[src/rtl/tal_pkg.sv]
// Constants, register map and mode encoding for the tributary alarm and loopback block
package tal_pkg;
   // ==========================================================
   // Sizes
   localparam int NUM_PORTS    = 28;
   localparam int NUM_FRAMERS  = 7;
   localparam int E3_FRAMERS   = 4;
   localparam int ADDR_W       = 8;
   localparam int DATA_W       = 16;
   localparam int LO_W         = 16;
   localparam int HI_W         = 12;
   localparam int CNT_W        = 10;

   // ==========================================================
   // Register offsets
   localparam logic [7:0] STAT_LOF_AIS_ADDR = 8'h34;
   localparam logic [7:0] STAT_RAI_ADDR     = 8'h36;
   localparam logic [7:0] RX_CTRL_LO_ADDR   = 8'h40;
   localparam logic [7:0] RX_CTRL_HI_ADDR   = 8'h42;
   localparam logic [7:0] TX_CTRL_LO_ADDR   = 8'h44;
   localparam logic [7:0] TX_CTRL_HI_ADDR   = 8'h46;
   localparam logic [7:0] CFG_ADDR          = 8'h48;
   localparam logic [7:0] LINE_LO_ADDR      = 8'h50;
   localparam logic [7:0] LINE_HI_ADDR      = 8'h52;
   localparam logic [7:0] DIAG_LO_ADDR      = 8'h54;
   localparam logic [7:0] DIAG_HI_ADDR      = 8'h56;

   // ==========================================================
   // Configuration fields and reset values
   localparam int CFG_MODE_LSB   = 0;
   localparam int CFG_MUXDIS_BIT = 2;
   localparam int CFG_TIMED_BIT  = 3;
   localparam int CFG_W          = 4;
   localparam int STAT_AIS_LSB   = 8;
   localparam logic [NUM_PORTS-1:0] CTRL_RESET = 28'h0000000;

   typedef enum logic [1:0] {
      MODE_T1    = 2'b00,
      MODE_E3    = 2'b01,
      MODE_G747  = 2'b10,
      MODE_RSVD  = 2'b11
   } tal_mode_type;

   // Active port masks, bit n-1 is port n
   localparam logic [NUM_PORTS-1:0] ACT_ALL     = 28'hfffffff;
   localparam logic [NUM_PORTS-1:0] ACT_E3      = 28'h000ffff;
   localparam logic [NUM_PORTS-1:0] ACT_G747_RX = 28'h7777777;
   localparam logic [NUM_PORTS-1:0] ACT_G747_TX = 28'h0177777;

   // ==========================================================
   // Second-order framer figures
   localparam logic [CNT_W-1:0] E2_FRAME_LEN   = 10'h350;
   localparam logic [CNT_W-1:0] G747_FRAME_LEN = 10'h348;
   localparam logic [CNT_W-1:0] FAS_END_POS    = 10'h009;
   localparam logic [CNT_W-1:0] E2_RAI_POS     = 10'h00a;
   localparam logic [CNT_W-1:0] G747_RAI_POS   = 10'h0d2;
   localparam logic [9:0]       E2_FAS_WORD    = 10'h3d0;
   localparam logic [9:0]       G747_FAS_WORD  = 10'h3a0;
   localparam logic [CNT_W-1:0] AIS_MAX_ZEROS  = 10'h004;
   localparam logic [2:0]       LOF_BAD_CNT    = 3'h4;
   localparam logic [1:0]       LOF_GOOD_CNT   = 2'h3;
   localparam logic [2:0]       RAI_CNT        = 3'h4;
endpackage : tal_pkg

[src/rtl/tal_framer.sv]
// Second-order frame monitor: alignment, all-ones and remote alarm detection
`timescale 1ns/10ps
module tal_framer (
   // Clock and reset
   input  wire logic clk,
   input  wire logic arst_n,
   // Bit stream, one enable per bit
   input  wire logic bit_en,
   input  wire logic bit_val,
   input  wire logic enable,
   input  wire logic g747,
   // Alarm levels
   output logic      ais,
   output logic      frame_loss,
   output logic      remote_alarm
);
   logic [tal_pkg::CNT_W-1:0] pos;
   logic [tal_pkg::CNT_W-1:0] zeros;
   logic [8:0]                shift;
   logic                      low_prev;
   logic [2:0]                bad_cnt;
   logic [1:0]                good_cnt;
   logic [2:0]                rai_cnt;

   wire [tal_pkg::CNT_W-1:0] frame_len = g747 ? tal_pkg::G747_FRAME_LEN : tal_pkg::E2_FRAME_LEN;
   wire [tal_pkg::CNT_W-1:0] rai_pos   = g747 ? tal_pkg::G747_RAI_POS : tal_pkg::E2_RAI_POS;
   wire [9:0]  fas_word    = {shift, bit_val};
   wire        fas_ok      = fas_word == (g747 ? tal_pkg::G747_FAS_WORD : tal_pkg::E2_FAS_WORD);
   wire        at_last     = pos == frame_len - 10'h001;
   wire        at_fas      = pos == tal_pkg::FAS_END_POS;
   wire        at_rai      = pos == rai_pos;
   wire [tal_pkg::CNT_W-1:0] frame_zeros = zeros + {9'h000, ~bit_val};
   wire        frame_low   = frame_zeros <= tal_pkg::AIS_MAX_ZEROS;
   // Hunting slips one bit per bad word until alignment is found
   wire        slip        = frame_loss && at_fas && !fas_ok;

   always_ff @(posedge clk or negedge arst_n) begin
      if (!arst_n) begin
         pos   <= '0;
         zeros <= '0;
         shift <= '0;
      end else if (!enable) begin
         pos   <= '0;
         zeros <= '0;
      end else if (bit_en) begin
         shift <= fas_word[8:0];
         pos   <= slip ? pos : (at_last ? '0 : pos + 10'h001);
         zeros <= at_last ? '0 : frame_zeros;
      end
   end

   // ==========================================================
   // Frame alignment
   always_ff @(posedge clk or negedge arst_n) begin
      if (!arst_n) begin
         frame_loss      <= 1'b0;
         bad_cnt  <= '0;
         good_cnt <= '0;
      end else if (!enable) begin
         frame_loss      <= 1'b0;
         bad_cnt  <= '0;
         good_cnt <= '0;
      end else if (bit_en && at_fas) begin
         if (fas_ok) begin
            bad_cnt  <= '0;
            good_cnt <= (good_cnt == tal_pkg::LOF_GOOD_CNT) ? good_cnt : good_cnt + 2'h1;
            if (good_cnt + 2'h1 == tal_pkg::LOF_GOOD_CNT) frame_loss <= 1'b0;
         end else begin
            good_cnt <= '0;
            bad_cnt  <= (bad_cnt == tal_pkg::LOF_BAD_CNT) ? bad_cnt : bad_cnt + 3'h1;
            if (bad_cnt + 3'h1 == tal_pkg::LOF_BAD_CNT) frame_loss <= 1'b1;
         end
      end
   end

   // ==========================================================
   // All-ones and remote alarm
   always_ff @(posedge clk or negedge arst_n) begin
      if (!arst_n) begin
         ais      <= 1'b0;
         low_prev <= 1'b0;
         remote_alarm      <= 1'b0;
         rai_cnt  <= '0;
      end else if (!enable) begin
         ais      <= 1'b0;
         low_prev <= 1'b0;
         remote_alarm      <= 1'b0;
         rai_cnt  <= '0;
      end else if (bit_en) begin
         if (at_last) begin
            low_prev <= frame_low;
            if (frame_low && low_prev) ais <= 1'b1;
            if (!frame_low && !low_prev) ais <= 1'b0;
         end
         if (at_rai) begin
            if (bit_val != remote_alarm) begin
               rai_cnt <= (rai_cnt + 3'h1 == tal_pkg::RAI_CNT) ? '0 : rai_cnt + 3'h1;
               if (rai_cnt + 3'h1 == tal_pkg::RAI_CNT) remote_alarm <= bit_val;
            end else begin
               rai_cnt <= '0;
            end
         end
      end
   end
endmodule : tal_framer

[src/rtl/tal_top.sv]
// Tributary all-ones insertion, loopbacks and second-order alarm monitors
//
// The plain strobed port is this design's own decision.
`timescale 1ns/10ps
module tal_top (
   // Clock and reset
   input  wire logic                          clk,
   input  wire logic                          arst_n,
   // Register port
   input  wire logic [tal_pkg::ADDR_W-1:0]    addr,
   input  wire logic [tal_pkg::DATA_W-1:0]    wdata,
   input  wire logic                          wr_en,
   input  wire logic                          rd_en,
   output logic      [tal_pkg::DATA_W-1:0]    rdata,
   // Demultiplexed receive side, same clock domain
   input  wire logic [tal_pkg::NUM_PORTS-1:0] mux_rx_clock,
   input  wire logic [tal_pkg::NUM_PORTS-1:0] mux_rx_data,
   // Tributary receive outputs
   output logic      [tal_pkg::NUM_PORTS-1:0] trib_rx_clock_out,
   output logic      [tal_pkg::NUM_PORTS-1:0] trib_rx_data_out,
   // Tributary transmit pins
   input  wire logic [tal_pkg::NUM_PORTS-1:0] trib_tx_clock_in,
   input  wire logic [tal_pkg::NUM_PORTS-1:0] trib_tx_data_in,
   // Toward the multiplexer
   output logic      [tal_pkg::NUM_PORTS-1:0] mux_tx_data,
   output logic      [tal_pkg::NUM_PORTS-1:0] mux_tx_strobe,
   // Second-order streams for the monitors
   input  wire logic [tal_pkg::NUM_FRAMERS-1:0] so_clock_in,
   input  wire logic [tal_pkg::NUM_FRAMERS-1:0] so_data_in
);
   localparam int NP = tal_pkg::NUM_PORTS;
   localparam int NF = tal_pkg::NUM_FRAMERS;
   localparam int LW = tal_pkg::LO_W;
   localparam int HW = tal_pkg::HI_W;

   // ==========================================================
   // Control registers
   logic [NP-1:0]              rx_pass;
   logic [NP-1:0]              tx_pass;
   logic [NP-1:0]              line_loop_enable;
   logic [NP-1:0]              diag_loop_enable;
   logic [tal_pkg::CFG_W-1:0]  cfg;

   wire wr_rx_lo   = wr_en && addr == tal_pkg::RX_CTRL_LO_ADDR;
   wire wr_rx_hi   = wr_en && addr == tal_pkg::RX_CTRL_HI_ADDR;
   wire wr_tx_lo   = wr_en && addr == tal_pkg::TX_CTRL_LO_ADDR;
   wire wr_tx_hi   = wr_en && addr == tal_pkg::TX_CTRL_HI_ADDR;
   wire wr_line_lo = wr_en && addr == tal_pkg::LINE_LO_ADDR;
   wire wr_line_hi = wr_en && addr == tal_pkg::LINE_HI_ADDR;
   wire wr_diag_lo = wr_en && addr == tal_pkg::DIAG_LO_ADDR;
   wire wr_diag_hi = wr_en && addr == tal_pkg::DIAG_HI_ADDR;
   wire wr_cfg     = wr_en && addr == tal_pkg::CFG_ADDR;

   // Zero pass bits mean all-ones on every path after reset
   always_ff @(posedge clk or negedge arst_n) begin
      if (!arst_n) begin
         rx_pass <= tal_pkg::CTRL_RESET;
         tx_pass <= tal_pkg::CTRL_RESET;
      end else begin
         if (wr_rx_lo) rx_pass[LW-1:0]     <= wdata;
         if (wr_rx_hi) rx_pass[NP-1:LW]    <= wdata[HW-1:0];
         if (wr_tx_lo) tx_pass[LW-1:0]     <= wdata;
         if (wr_tx_hi) tx_pass[NP-1:LW]    <= wdata[HW-1:0];
      end
   end

   always_ff @(posedge clk or negedge arst_n) begin
      if (!arst_n) begin
         line_loop_enable <= tal_pkg::CTRL_RESET;
         diag_loop_enable <= tal_pkg::CTRL_RESET;
         cfg              <= '0;
      end else begin
         if (wr_line_lo) line_loop_enable[LW-1:0]  <= wdata;
         if (wr_line_hi) line_loop_enable[NP-1:LW] <= wdata[HW-1:0];
         if (wr_diag_lo) diag_loop_enable[LW-1:0]  <= wdata;
         if (wr_diag_hi) diag_loop_enable[NP-1:LW] <= wdata[HW-1:0];
         if (wr_cfg)     cfg                       <= wdata[tal_pkg::CFG_W-1:0];
      end
   end

   wire [1:0] mode_bits          = cfg[tal_pkg::CFG_MODE_LSB +: 2];
   wire       mux_disable_select = cfg[tal_pkg::CFG_MUXDIS_BIT];
   wire       port_loop_timed    = cfg[tal_pkg::CFG_TIMED_BIT];
   wire       mode_e3            = mode_bits == tal_pkg::MODE_E3;
   wire       mode_g747          = mode_bits == tal_pkg::MODE_G747;

   // ==========================================================
   // Active ports and effective controls
   wire [NP-1:0] act_rx = mode_e3 ? tal_pkg::ACT_E3 :
                          mode_g747 ? tal_pkg::ACT_G747_RX : tal_pkg::ACT_ALL;
   wire [NP-1:0] act_tx = mode_e3 ? tal_pkg::ACT_E3 :
                          mode_g747 ? tal_pkg::ACT_G747_TX : tal_pkg::ACT_ALL;
   // Inactive ports idle at all-ones whatever their bits say
   wire [NP-1:0] rx_ones  = ~act_rx | ({NP{~mux_disable_select}} & ~rx_pass);
   wire [NP-1:0] tx_ones  = ~act_tx | ({NP{~mux_disable_select}} & ~tx_pass);
   wire [NP-1:0] line_eff = line_loop_enable & act_tx;
   wire [NP-1:0] diag_eff = diag_loop_enable & act_rx;

   // ==========================================================
   // Pin synchronisers
   logic [NP-1:0] tx_clk_m;
   logic [NP-1:0] tx_clk_s;
   logic [NP-1:0] tx_dat_m;
   logic [NP-1:0] tx_dat_s;
   logic [NF-1:0] so_clk_m;
   logic [NF-1:0] so_clk_s;
   logic [NF-1:0] so_clk_d;
   logic [NF-1:0] so_dat_m;
   logic [NF-1:0] so_dat_s;

   always_ff @(posedge clk or negedge arst_n) begin
      if (!arst_n) begin
         tx_clk_m <= '0;
         tx_clk_s <= '0;
         tx_dat_m <= '0;
         tx_dat_s <= '0;
      end else begin
         tx_clk_m <= trib_tx_clock_in;
         tx_clk_s <= tx_clk_m;
         tx_dat_m <= trib_tx_data_in;
         tx_dat_s <= tx_dat_m;
      end
   end

   always_ff @(posedge clk or negedge arst_n) begin
      if (!arst_n) begin
         so_clk_m <= '0;
         so_clk_s <= '0;
         so_clk_d <= '0;
         so_dat_m <= '0;
         so_dat_s <= '0;
      end else begin
         so_clk_m <= so_clock_in;
         so_clk_s <= so_clk_m;
         so_clk_d <= so_clk_s;
         so_dat_m <= so_data_in;
         so_dat_s <= so_dat_m;
      end
   end

   // ==========================================================
   // Receive output path
   logic [NP-1:0] rx_clk_prev;
   // Loop-timed keeps the demultiplexed clock even in diagnostic loopback
   wire [NP-1:0] rx_clk_sel = (diag_eff & {NP{~port_loop_timed}} & tx_clk_s) |
                              (~(diag_eff & {NP{~port_loop_timed}}) & mux_rx_clock);
   wire [NP-1:0] rx_src     = (diag_eff & tx_dat_s) | (~diag_eff & mux_rx_data);
   wire [NP-1:0] rx_edge    = rx_clk_sel & ~rx_clk_prev;
   wire [NP-1:0] next_rx    = rx_ones | rx_src;

   always_ff @(posedge clk or negedge arst_n) begin
      if (!arst_n) begin
         rx_clk_prev       <= '0;
         trib_rx_clock_out <= '0;
         trib_rx_data_out  <= '1;
      end else begin
         rx_clk_prev       <= rx_clk_sel;
         trib_rx_clock_out <= rx_clk_sel;
         trib_rx_data_out  <= (rx_edge & next_rx) | (~rx_edge & trib_rx_data_out);
      end
   end

   // ==========================================================
   // Transmit path toward the multiplexer
   logic [NP-1:0] tx_clk_prev;
   wire [NP-1:0] tx_clk_sel = (line_eff & mux_rx_clock) | (~line_eff & tx_clk_s);
   wire [NP-1:0] tx_src     = (line_eff & mux_rx_data) | (~line_eff & tx_dat_s);
   wire [NP-1:0] tx_edge    = tx_clk_sel & ~tx_clk_prev;
   wire [NP-1:0] next_tx    = tx_ones | tx_src;

   always_ff @(posedge clk or negedge arst_n) begin
      if (!arst_n) begin
         tx_clk_prev   <= '0;
         mux_tx_data   <= '1;
         mux_tx_strobe <= '0;
      end else begin
         tx_clk_prev   <= tx_clk_sel;
         mux_tx_data   <= (tx_edge & next_tx) | (~tx_edge & mux_tx_data);
         mux_tx_strobe <= tx_edge;
      end
   end

   // ==========================================================
   // Second-order monitors and latched status
   logic [NF-1:0] ais_live;
   logic [NF-1:0] lof_live;
   logic [NF-1:0] rai_live;
   logic [NF-1:0] ais_latch;
   logic [NF-1:0] lof_latch;
   logic [NF-1:0] rai_latch;
   wire  [NF-1:0] so_edge = so_clk_s & ~so_clk_d;

   genvar g;
   generate
      for (g = 0; g < NF; g++) begin : g_framer
         tal_framer u_framer (
            .clk     (clk),
            .arst_n  (arst_n),
            .bit_en  (so_edge[g]),
            .bit_val (so_dat_s[g]),
            .enable  (mode_g747 || (mode_e3 && g < tal_pkg::E3_FRAMERS)),
            .g747    (mode_g747),
            .ais     (ais_live[g]),
            .frame_loss     (lof_live[g]),
            .remote_alarm     (rai_live[g])
         );
      end
   endgenerate

   wire rd_stat1 = rd_en && addr == tal_pkg::STAT_LOF_AIS_ADDR;
   wire rd_stat2 = rd_en && addr == tal_pkg::STAT_RAI_ADDR;

   // A live alarm wins over the read clear
   always_ff @(posedge clk or negedge arst_n) begin
      if (!arst_n) begin
         ais_latch <= '0;
         lof_latch <= '0;
         rai_latch <= '0;
      end else begin
         ais_latch <= ais_live | (ais_latch & {NF{~rd_stat1}});
         lof_latch <= lof_live | (lof_latch & {NF{~rd_stat1}});
         rai_latch <= rai_live | (rai_latch & {NF{~rd_stat2}});
      end
   end

   // ==========================================================
   // Read-back
   wire [LW-1:0] rd_stat1_val = {1'b0, ais_latch, 1'b0, lof_latch};
   wire [LW-1:0] rd_stat2_val = {{(LW-NF){1'b0}}, rai_latch};
   wire [LW-1:0] hi_pad       = '0;
   wire [LW-1:0] rd_val =
      rd_stat1                            ? rd_stat1_val :
      rd_stat2                            ? rd_stat2_val :
      addr == tal_pkg::RX_CTRL_LO_ADDR    ? rx_pass[LW-1:0] :
      addr == tal_pkg::RX_CTRL_HI_ADDR    ? {hi_pad[LW-1:HW], rx_pass[NP-1:LW]} :
      addr == tal_pkg::TX_CTRL_LO_ADDR    ? tx_pass[LW-1:0] :
      addr == tal_pkg::TX_CTRL_HI_ADDR    ? {hi_pad[LW-1:HW], tx_pass[NP-1:LW]} :
      addr == tal_pkg::LINE_LO_ADDR       ? line_loop_enable[LW-1:0] :
      addr == tal_pkg::LINE_HI_ADDR       ? {hi_pad[LW-1:HW], line_loop_enable[NP-1:LW]} :
      addr == tal_pkg::DIAG_LO_ADDR       ? diag_loop_enable[LW-1:0] :
      addr == tal_pkg::DIAG_HI_ADDR       ? {hi_pad[LW-1:HW], diag_loop_enable[NP-1:LW]} :
      addr == tal_pkg::CFG_ADDR           ? {hi_pad[LW-1:tal_pkg::CFG_W], cfg} : '0;

   always_ff @(posedge clk or negedge arst_n) begin
      if (!arst_n) begin
         rdata <= '0;
      end else begin
         rdata <= rd_en ? rd_val : '0;
      end
   end
endmodule : tal_top

[config.mk]
export PLATFORM = sky130hd
export DESIGN_NAME = tal_top
export DESIGN_NICKNAME = d
export VERILOG_FILES = /design/src/rtl/tal_pkg.sv /design/src/rtl/tal_framer.sv /design/src/rtl/tal_top.sv
export SDC_FILE = /design/constraint.sdc
export NUM_CORES = 1
export LEC_CHECK = 0
export ABC_AREA = 1
export BUFFER_PORTS_ARGS = -buffer_cell sky130_fd_sc_hd__buf_2
export CAP_MARGIN = 20
export CORE_UTILIZATION = 25
export CTS_CLUSTER_SIZE = 16
export DETAILED_ROUTE_END_ITERATION = 6
export REMOVE_ABC_BUFFERS = 1
export SLEW_MARGIN = 20
export SYNTH_ARGS = -nofsm -noshare
export SYNTH_HDL_FRONTEND = slang
export SYNTH_SLANG_ARGS = --single-unit
[constraint.sdc]
create_clock -name clk -period 5.5 [get_ports clk]
set_clock_uncertainty 0.15 [all_clocks]
set_input_delay 1.375 -clock clk [delete_from_list [all_inputs] [get_ports clk]]
set_output_delay 1.375 -clock clk [all_outputs]
set_load 0.05 [all_outputs]
Word-level counts from Yosys, hierarchy flattened
Index checks and enable logic that the tools add are counted.

storage, ports and cells
  register bits after elaboration = 727
  latch bits = 0
  RAM bits = 0
  bits in read-only memories = 0
  bits of input ports = 154
  output and inout port bits = 128
  logic and storage cells = 782
  memories = 0

operators by class
  add/sub/neg operators = 36
  multiply operators = 0
  divide/modulo/power cells = 0
  $lt $le $gt $ge = 7
  equality and inequality tests = 167
  shifts and indexed selects = 0
  mux-type cells = 285
  bitwise logic cells = 59
  reductions and logical operators = 131

operator list
  operator                                                         number
  bitwise AND 28 bit                                               19
  2-to-1 mux 10 bit                                                49
  NOT 28 bit                                                       11
  OR 28 bit                                                        10
  == test 10 bit                                                   20
  2-to-1 mux 3 bit                                                 63
  2-to-1 mux 16 bit                                                10
  2-to-1 mux 1 bit                                                 126
  2-to-1 mux 28 bit                                                4
  AND reduction 2 bit                                              42
  == test 8 x 7 -> 1 bit, second input constant                    9
  adder 10 x 1 -> 10 bit                                           7
  adder 10 x 1 -> 10 bit, second input constant                    7
  == test 10 x 4 -> 1 bit, second input constant                   7
  less-or-equal comparator 10 x 3 -> 1 bit, second input constant  7
  == test 3 bit, second input constant                             21
  != test 3 bit, second input constant                             20
  2-to-1 mux 2 bit                                                 28
  != test 2 x 1 -> 1 bit, second input constant                    25
  != test 2 bit, second input constant                             24
  logical AND 1 bit                                                46
  adder 3 x 1 -> 3 bit, second input constant                      14
  AND reduction 3 bit                                              14
  == test 2 bit, second input constant                             15
  20 further kinds                                                 87

Logic depth before layout (Yosys ltp)
Gate-level depths: netlist (run 1).

  depth after elaboration = 13
  depth in mapped cells = 16
  depth with buffers taken out = 16

Hierarchy
From an unflattened synthesis (run 1), not the netlist that was laid out.

unflattened totals
  cell total of the unflattened synthesis = 4125
  area, all modules = 35393.9 um^2

by module, submodules not included
  module                                 times used  cells an instance  area each (um^2)  sequential area each (um^2)
  tal_top                                1           1658               16792.4           11080.6
  tal_framer (g_framer[1].u_framer ...)  5           345                2635.0            1026.0
  tal_framer (g_framer[0].u_framer)      1           374                2733.9            1026.0
  tal_framer (g_framer[6].u_framer)      1           368                2692.6            1026.0

Worst setup path before layout (run 1)
No wires, ideal clock.

  kind = input to register
  from = input addr[0] in the netlist's numbering
  to = register rdata[10] in the netlist's numbering
  data arrival time = 2.527 ns
  slack = 2.706 ns
  stages on the path = 12
  path buffers = 2
  cell sequence = inv_1 -> nand2_1 -> nor3_1 -> inv_1 -> nor2_1 -> buf_2 -> buf_2 -> nor2_1 -> nand2_1 -> nand2_1 -> nand3_1 -> nand2_1

between the ends
  cells in the longest elaborated chain, start to end = 12

RTL lines
  element                 RTL line        source
  start, declared         tal_top.sv:10   input wire logic [tal_pkg::ADDR_W-1:0] addr,
  == test 8 x 7 -> 1 bit  tal_top.sv:241  addr == tal_pkg::DIAG_HI_ADDR ? {hi_pad[LW-1:HW], diag_loop_enable[NP-1:LW]} :
  2-to-1 mux 12 bit       tal_top.sv:241
  2-to-1 mux 16 bit       tal_top.sv:240  addr == tal_pkg::DIAG_LO_ADDR ? diag_loop_enable[LW-1:0] :
  2-to-1 mux 16 bit       tal_top.sv:239  addr == tal_pkg::LINE_HI_ADDR ? {hi_pad[LW-1:HW], line_loop_enable[NP-1:LW]} :
  2-to-1 mux 16 bit       tal_top.sv:238  addr == tal_pkg::LINE_LO_ADDR ? line_loop_enable[LW-1:0] :
  2-to-1 mux 16 bit       tal_top.sv:237  addr == tal_pkg::TX_CTRL_HI_ADDR ? {hi_pad[LW-1:HW], tx_pass[NP-1:LW]} :
  2-to-1 mux 16 bit       tal_top.sv:236  addr == tal_pkg::TX_CTRL_LO_ADDR ? tx_pass[LW-1:0] :
  2-to-1 mux 16 bit       tal_top.sv:235  addr == tal_pkg::RX_CTRL_HI_ADDR ? {hi_pad[LW-1:HW], rx_pass[NP-1:LW]} :
  2-to-1 mux 16 bit       tal_top.sv:234  addr == tal_pkg::RX_CTRL_LO_ADDR ? rx_pass[LW-1:0] :
  2-to-1 mux 16 bit       tal_top.sv:233  rd_stat2 ? rd_stat2_val :
  2-to-1 mux 16 bit (*)   tal_top.sv:232  rd_stat1 ? rd_stat1_val :
  2-to-1 mux 16 bit (*)   tal_top.sv:248  rdata <= rd_en ? rd_val : '0;
  end signal, assigned    tal_top.sv:248
  end, declared           tal_top.sv:14   output logic [tal_pkg::DATA_W-1:0] rdata,

Mark *: on every way between the ends. The rest lies on a longest branch, timed or not.
A chain may end at the register's enable or synchronous reset.

==> impl_metrics.ini, run 1 <==
[synth]
synth-main-ff-cell = dfrtp_1
ys_ff_latch = 727
synth_edf_count = 0
yosys_warnings = 0
syn_inst = 3800
postSynthAreaPerCell_um2 = 8.77
seq_area_frac_synth_pct = 54.8
ys_types = 59
async_flop_share_pct = 100
netlist_area_um2 = 33300

[floorplanning]
die_y_um = 367
initial_utilization_pct = 25.3
core_area_um2 = 132000
die_x_um = 367
core.rowCount = 133
io_pins = 282
die_area_um2 = 135000

[power]
max-vdd-ir-drop_mv = 0.241
power_leakage_nw = 18.3
p_per_area_nw_per_um2 = 342

[placement]
post-place-cells = 5774
post_dp_cell_area_um2 = 36800
io_buffers = 281
dp_hpwl_um = 76400
place.gp.congestion = 0.892

[worst_hold_path]
worstHoldStart = tx_clk_m[7]
min_path_cells = 0
hp-class = flop to flop

[sta]
final.period_utilization_pct = 67.8
fin_setup_tns_ns = 0
slew_violations = 0
slew_headroom_pct = 24.7
setup_viol = 0
finalHoldViolCount = 0
whs_ns = 0.181
min_period_ns = 3.73
rsz0062_at_grt = no
fmax_mhz = 268
worstMarginPinSlew_ns = 1.13

[cts]
hold_buffers = 0
postCtsSetupRepairBufs = 0
clock-sinks = 727
cts_buffers = 88
ctsResizeCount = 0
clock-root-buffer = clkbuf_16
clock_latency_ns = 0.70
clkTransAtPathRegs_ns = 0.06
htree_levels = 3
tritoncts = done
max-clock-path-buffers = 3

[worst_setup_path]
crit_start = cfg[0]
rr_worst_depth = 8
crit_slowest_cell = ha_2
cp_num_buf_inv = 3
path_class = flop to flop
crit_chain = inv_1 > ha_2 > inv_1 > buf_4 > a21oi_1 > o21ai_0 > a31oi_1 > a31oi_1
crit_required_ns = 5.91
arrival_ns = 4.14
worstReg2RegStart = cfg[0]
crit_family = compound AO/OA/AOI/OAI gates
critical_path.endpoint_type = flop
max_stage_delay_ns = 0.69
worst-path-stages = 8
crit_path_max_fanout = 42
worstSetupStartpointType = flop
r2r_slack_ns = 1.77

[layout]
fin_nets = 4350
area_growth_pct = 19.6
finalNonFillerCells = 5946
reg_top3 = g_framer.u_framer.pos x70, g_framer.u_framer.zeros x70, g_framer.u_framer.shift x63
final_area_um2 = 39900
drive_gt1_share_pct = 14.2

[grt]
met1_usage_pct = 20.6
grt_util_met3_pct = 3.83
grt_pass1_vias = 26100
grt_pass1_wl_um = 158000
grt_overflow = 0
grt_most_used_layer = met2
grt_max_degree = 111
grtUsageTotal_pct = 15.1
grt_antenna_before_repair = 27
use_met2_pct = 23.3

[drt]
vias = 27400
drt_iter0_drc = 2329
via_per_inst = 4.61
drt-total-wl_um = 103000
firstDrtPassIters = 5
wl_per_cell_um = 17.3
postRouteAntennaNets = 0
post-route-drc-count = 0

[flow_run]
maxCapViolations = 0

[outcome]
run_status = finished, final reports clean
synthesized netlist by cell type (3+ instances only):
library cell  number  area, um^2
nand2_2            9        56.3
clkinv_1           5        18.8
clkbuf_1          44         165
o41ai_1            3        26.3
o2111ai_1          3        26.3
ha_1              87        1090
xor2_1            59         517
o221ai_1           6        52.6
a32o_1             5        50.1
o21a_1             8        60.1
dfrtp_1          671       16800
buf_6              3        33.8
nor4_1            25         156
xnor2_1           11        96.3
nor3_1            83         415
buf_4              8        60.1
o211ai_1           3        22.5
nand3b_1           8        60.1
a21oi_1          163         816
a22o_1             9        78.8
nor4_2             3        37.5
mux2_2            10         113
o22ai_1           64         400
dfstp_2           56        1470
inv_2             11        41.3
a221oi_1           7        61.3
inv_1            523        1960
buf_1              7        26.3
nand3_1          178         891
buf_2             27         135
nor2_1           253         950
nand4_1           61         382
o31ai_1           11        82.6
nand4_2            3        37.5
nor2_2             9        56.3
o21bai_1           6        45.0
o21ai_1           10        50.1
o21ai_0          441        2210
nand2_1          801        3010
a31oi_1           65         407
or2_2             15        93.8
stage by stage:
stage	util [%]	power, mW	setup WS (ns)
CTS	30.2	13.8	1.84
finish	30.2	13.6	1.77
detailed placement	27.9	7.61	1.45
floorplan	-	6.93	1.26
global route	30.2	14.2	1.53
global placement	27.9	7.58	1.52
where the power goes:
part | switching [mW] | internal, mW
logic | 1.14 | 0.399
registers | 0.251 | 5.72
clock network | 2.45 | 3.66
total | 3.84 | 9.78
placed cells by master (no fill, tap or decap), types with 10 or more instances in the layout:
cell type and n:
or2_2 15, ha_1 86, nand3_1 178, nor2_2 11, nor3_1 83, nand2_1 801
o21ai_1 10, nor4_1 25, bufinv_16 10, buf_2 280, buf_4 23, xnor2_1 11
nand4_1 61, dfrtp_1 670, inv_2 11, clkbuf_16 89, o21ai_0 441, clkinv_2 27
clkbuf_1 13, dfstp_2 56, nor2_1 251, inv_1 522, o22ai_1 64, o31ai_1 11
xor2_1 59, clkbuf_8 14, mux2_2 10, a31oi_1 65, a21oi_1 163
worst min path at each step:
stage,end,slack (ns)
finish,tx_clk_s[7],0.18
global route,tx_clk_s[7],0.20
CTS,tx_clk_s[13],0.19
detailed placement,so_clk_s[3],0.18
global placement,tx_dat_s[16],0.18
floorplan,so_clk_s[0],0.18
worst register-to-register path: stages, from the launching register on:
cell and delay, ns:
dfrtp_1 0.38, inv_1 0.08, ha_2 0.69, inv_1 0.38, buf_4 0.41, a21oi_1 0.43
o21ai_0 0.28, a31oi_1 0.63, a31oi_1 0.17
per-layer routing:
metal | wire length (um) | up-vias | share of wire, %
met4 | 2860 | 20 | 2.8
met2 | 45800 | 823 | 45
li1 | - | 13200 | -
met1 | 46600 | 13200 | 45
met5 | 130 | - | 0.13
met3 | 7470 | 182 | 7.3
cell families (layout without fill, tap and decap cells):
family | Yosys count | count (layout) | share of synthesized area (%)
AND/OR/NAND/NOR | 1459 | 1459 | 18.8
AO/OA/AOI/OAI | 815 | 815 | 13.4
flip-flops | 727 | 727 | 54.8
buffers and inverters | 630 | 1013 | 7.41
adder cells (fa/ha/maj) | 87 | 87 | 3.27
XOR/XNOR | 72 | 72 | 1.97
multiplexers | 10 | 10 | 0.338
other | 0 | 8 | 0
cell type report:
type | instances | area, um^2
antenna | 8 | 20.0
inverter | 539 | 2020
fill | 13900 | 91900
sequential | 727 | 18300
multi-input combinational | 2443 | 12600
tap | 1755 | 2200
timing repair buffer | 310 | 1710
clock buffer | 116 | 2470
clock inverter | 48 | 588
Note: power is estimated with default switching activity, not from simulation.
==> run 2: changes to the inputs <==
ABC_AREA = 0   (was 1)
clock period = 3.34 ns   (was 5.5 ns; I/O delays follow)
==> run 2 against run 1 <==
Net effect: sequential share of layout area fell by 0.36 points; die area fell by 0.81%; final cell count fell by 14%; clock-buffer cell count rose by 4; first-iteration DRC count fell by 12%; critical path depth rose by 3; sequential power rose by 58%; clock power rose by 59%; power rose by 53%; critical path type unchanged.
==> impl_metrics.ini, run 2 <==
[outcome]
run_status = finished, final reports clean

[grt]
grtUsageTotal_pct = 15.0
grt_max_degree = 140
grt_pass1_vias = 24000
grt_antenna_before_repair = 37
grt_overflow = 0
grt_pass1_wl_um = 151000

[synth]
yosys_warnings = 0
synth_top_area_share_pct = 50.8
netlist_area_um2 = 33100
async_flop_share_pct = 100
seq_area_frac_synth_pct = 55.3
syn_inst = 2936
ys_ff_latch = 727
synth_most_common_cell = dfrtp_1
yosys-top-cells-count = 671 x dfrtp_1, 249 x mux2_2, 228 x nand2_1
synth-main-ff-cell = dfrtp_1
ys_types = 86
synthTopCellsByArea = dfrtp_1 51%, mux2_2 8.5%, dfstp_2 4.5%, ha_1 3.3%, o21ai_0 2.9%
yosys.area.top_type = dfrtp_1
postSynthAreaPerCell_um2 = 11.3
synth_edf_count = 0

[drt]
wl_per_cell_um = 19.7
drt_iter0_drc = 2053
post-route-drc-count = 0
firstDrtPassIters = 5
postRouteAntennaNets = 0
vias = 24700
via_per_inst = 4.81
drt-total-wl_um = 101000

[layout]
layout_commonest_cell = dfrtp_1
reg_top3 = g_framer.u_framer.pos x70, g_framer.u_framer.zeros x70, g_framer.u_framer.shift x63
drive_gt1_share_pct = 26.3
area_growth_pct = 21.6
fin_nets = 3545
final_core_util_pct = 30.6
final_area_um2 = 40200
layout_common_cells = 670 x dfrtp_1, 280 x buf_2, 249 x mux2_2

[floorplanning]
initial_utilization_pct = 25.2
die_y_um = 366
core_area_um2 = 131000
core.rowCount = 133
die_x_um = 366
die_area_um2 = 134000
io_pins = 282

[cts]
clkTransAtPathRegs_ns = 0.06
postCtsSetupRepairBufs = 0
max-clock-path-buffers = 3
tritoncts = done
clock-root-buffer = clkbuf_16
htree_levels = 3
cts_buffers = 85
clock_latency_ns = 0.68
clock-sinks = 727

[worst_setup_path]
crit_path_max_fanout = 5
crit_slowest_cell = dfrtp_1
arrival_ns = 3.36
max_stage_delay_ns = 0.42
crit_required_ns = 3.77
crit_chain = inv_1 > ha_1 > ha_1 > or2_2 > maj3_1 > o21ai_0 > nand4_1 > ha_1 > nor3_1 > nor2_1 > a211oi_1
critical_path.endpoint_type = flop
crit_path_frequent_cell = ha_1
worstSetupStartpointType = flop
path_class = flop to flop

[sta]
fmax_mhz = 342
worstMarginPinSlew_ns = 1.06
slew_headroom_pct = 28.9
min_period_ns = 2.92
rsz0062_at_grt = no
slew_violations = 0
finalHoldViolCount = 0
final.period_utilization_pct = 87.5
setup_viol = 0
fin_setup_tns_ns = 0

[placement]
post_dp_cell_area_um2 = 37200
dp_hpwl_um = 75400
io_buffers = 281
place.gp.congestion = 0.887

[flow_run]
maxCapViolations = 0

[worst_hold_path]
hp-class = input port to flop

[power]
power_leakage_nw = 17.6
p_per_area_nw_per_um2 = 517
max-vdd-ir-drop_mv = 0.314
==> run 2: changes by cell type after synthesis, moves of 50 or more <==
| cell | delta |
|---|---|
| nand2_1 | -573 |
| inv_1 | -423 |
| o21ai_0 | -252 |
| mux2_2 | +239 |
| nand3_1 | -98 |
| nor2b_1 | +95 |
| nor2_1 | -69 |
| a21oi_1 | -58 |
| mux2i_1 | +50 |
==> run 2: per-stage QoR <==
stage | power [mW] | std cells | hold slack [ns] | setup WS, ns
after floorplan | 10.3 | 2830 | 0.181 | -0.216
after global placement | 11.2 | 4971 | 0.182 | 0.375
after detailed placement | 11.2 | 4971 | 0.185 | 0.365
after CTS | 21.0 | 5129 | 0.0574 | 0.318
after global routing | 21.6 | 5131 | 0.0813 | 0.171
final | 20.8 | 5139 | 0.112 | 0.416
==> run 2: cell families after synthesis <==
kind of cell / synth area share, %
compound gates: 12.9
simple gates: 14.2
mux: 10.0
buf+inv: 2.43
flops: 55.3
fa+ha+maj: 3.38
xor+xnor: 1.80
==> run 2: final cells by class <==
type,count,area [um^2]
repair buffers,387,2380
diodes,10,25.0
multi-input cells,2003,14000
inverters,100,375
well taps,1755,2200
flip-flops and latches,727,18300
clock buffers,120,2460
fillers,13300,91100
clock inverters,37,470
==> run 2: timing repair <==
action | 4_1_cts | 5_1_grt
resized for setup | 0 | 1
setup endpoints to repair | 0 | 1
hold buffers | 1 | 0
hold endpoints to repair | 15 | 0
==> run 2: routing by layer <==
layer / share of wire (%) / vias to the layer above / track usage [%]
li1: - / 11400 / -
met1: 45 / 12400 / 20.4
met2: 43 / 719 / 22.5
met3: 8.7 / 160 / 4.50
met4: 2.7 / 20 / 4.62
met5: 0.11 / - / 0
==> run 2: final timing paths <==
path                                          start  cells after the start  slack, ns                  endpoint
max in group asynchronous                    arst_n                      3       1.48               tx_clk_m[6]
worst min-delay path            trib_tx_data_in[17]                      1       0.11              tx_dat_m[17]
worst max register to register          so_dat_s[0]                     11       0.42  g_framer[0].u_framer.ais
worst min register to register         tx_dat_m[10]                      0       0.19              tx_dat_s[10]
min in group asynchronous                    arst_n                      2       0.47              tx_clk_m[23]
worst max-delay path                    so_dat_s[0]                     11       0.42  g_framer[0].u_framer.ais
==> run 2: report_power, final <==
part | total, mW | internal (mW) | switching [mW]
combinational | 1.63 | 0.532 | 1.10
sequential | 9.42 | 9.14 | 0.280
clock | 9.72 | 5.85 | 3.87
total | 20.8 | 15.5 | 5.25
==> run 2: worst max-delay path, delay by kind of cell (launching register included) <==
family / cells / cell delay (ns)
buffers and inverters: 1 / 0.06
AOI/OAI and AO/OA: 2 / 0.34
adders and majority gates: 4 / 1.12
DFF: 1 / 0.42
and+or+nand+nor: 4 / 0.74
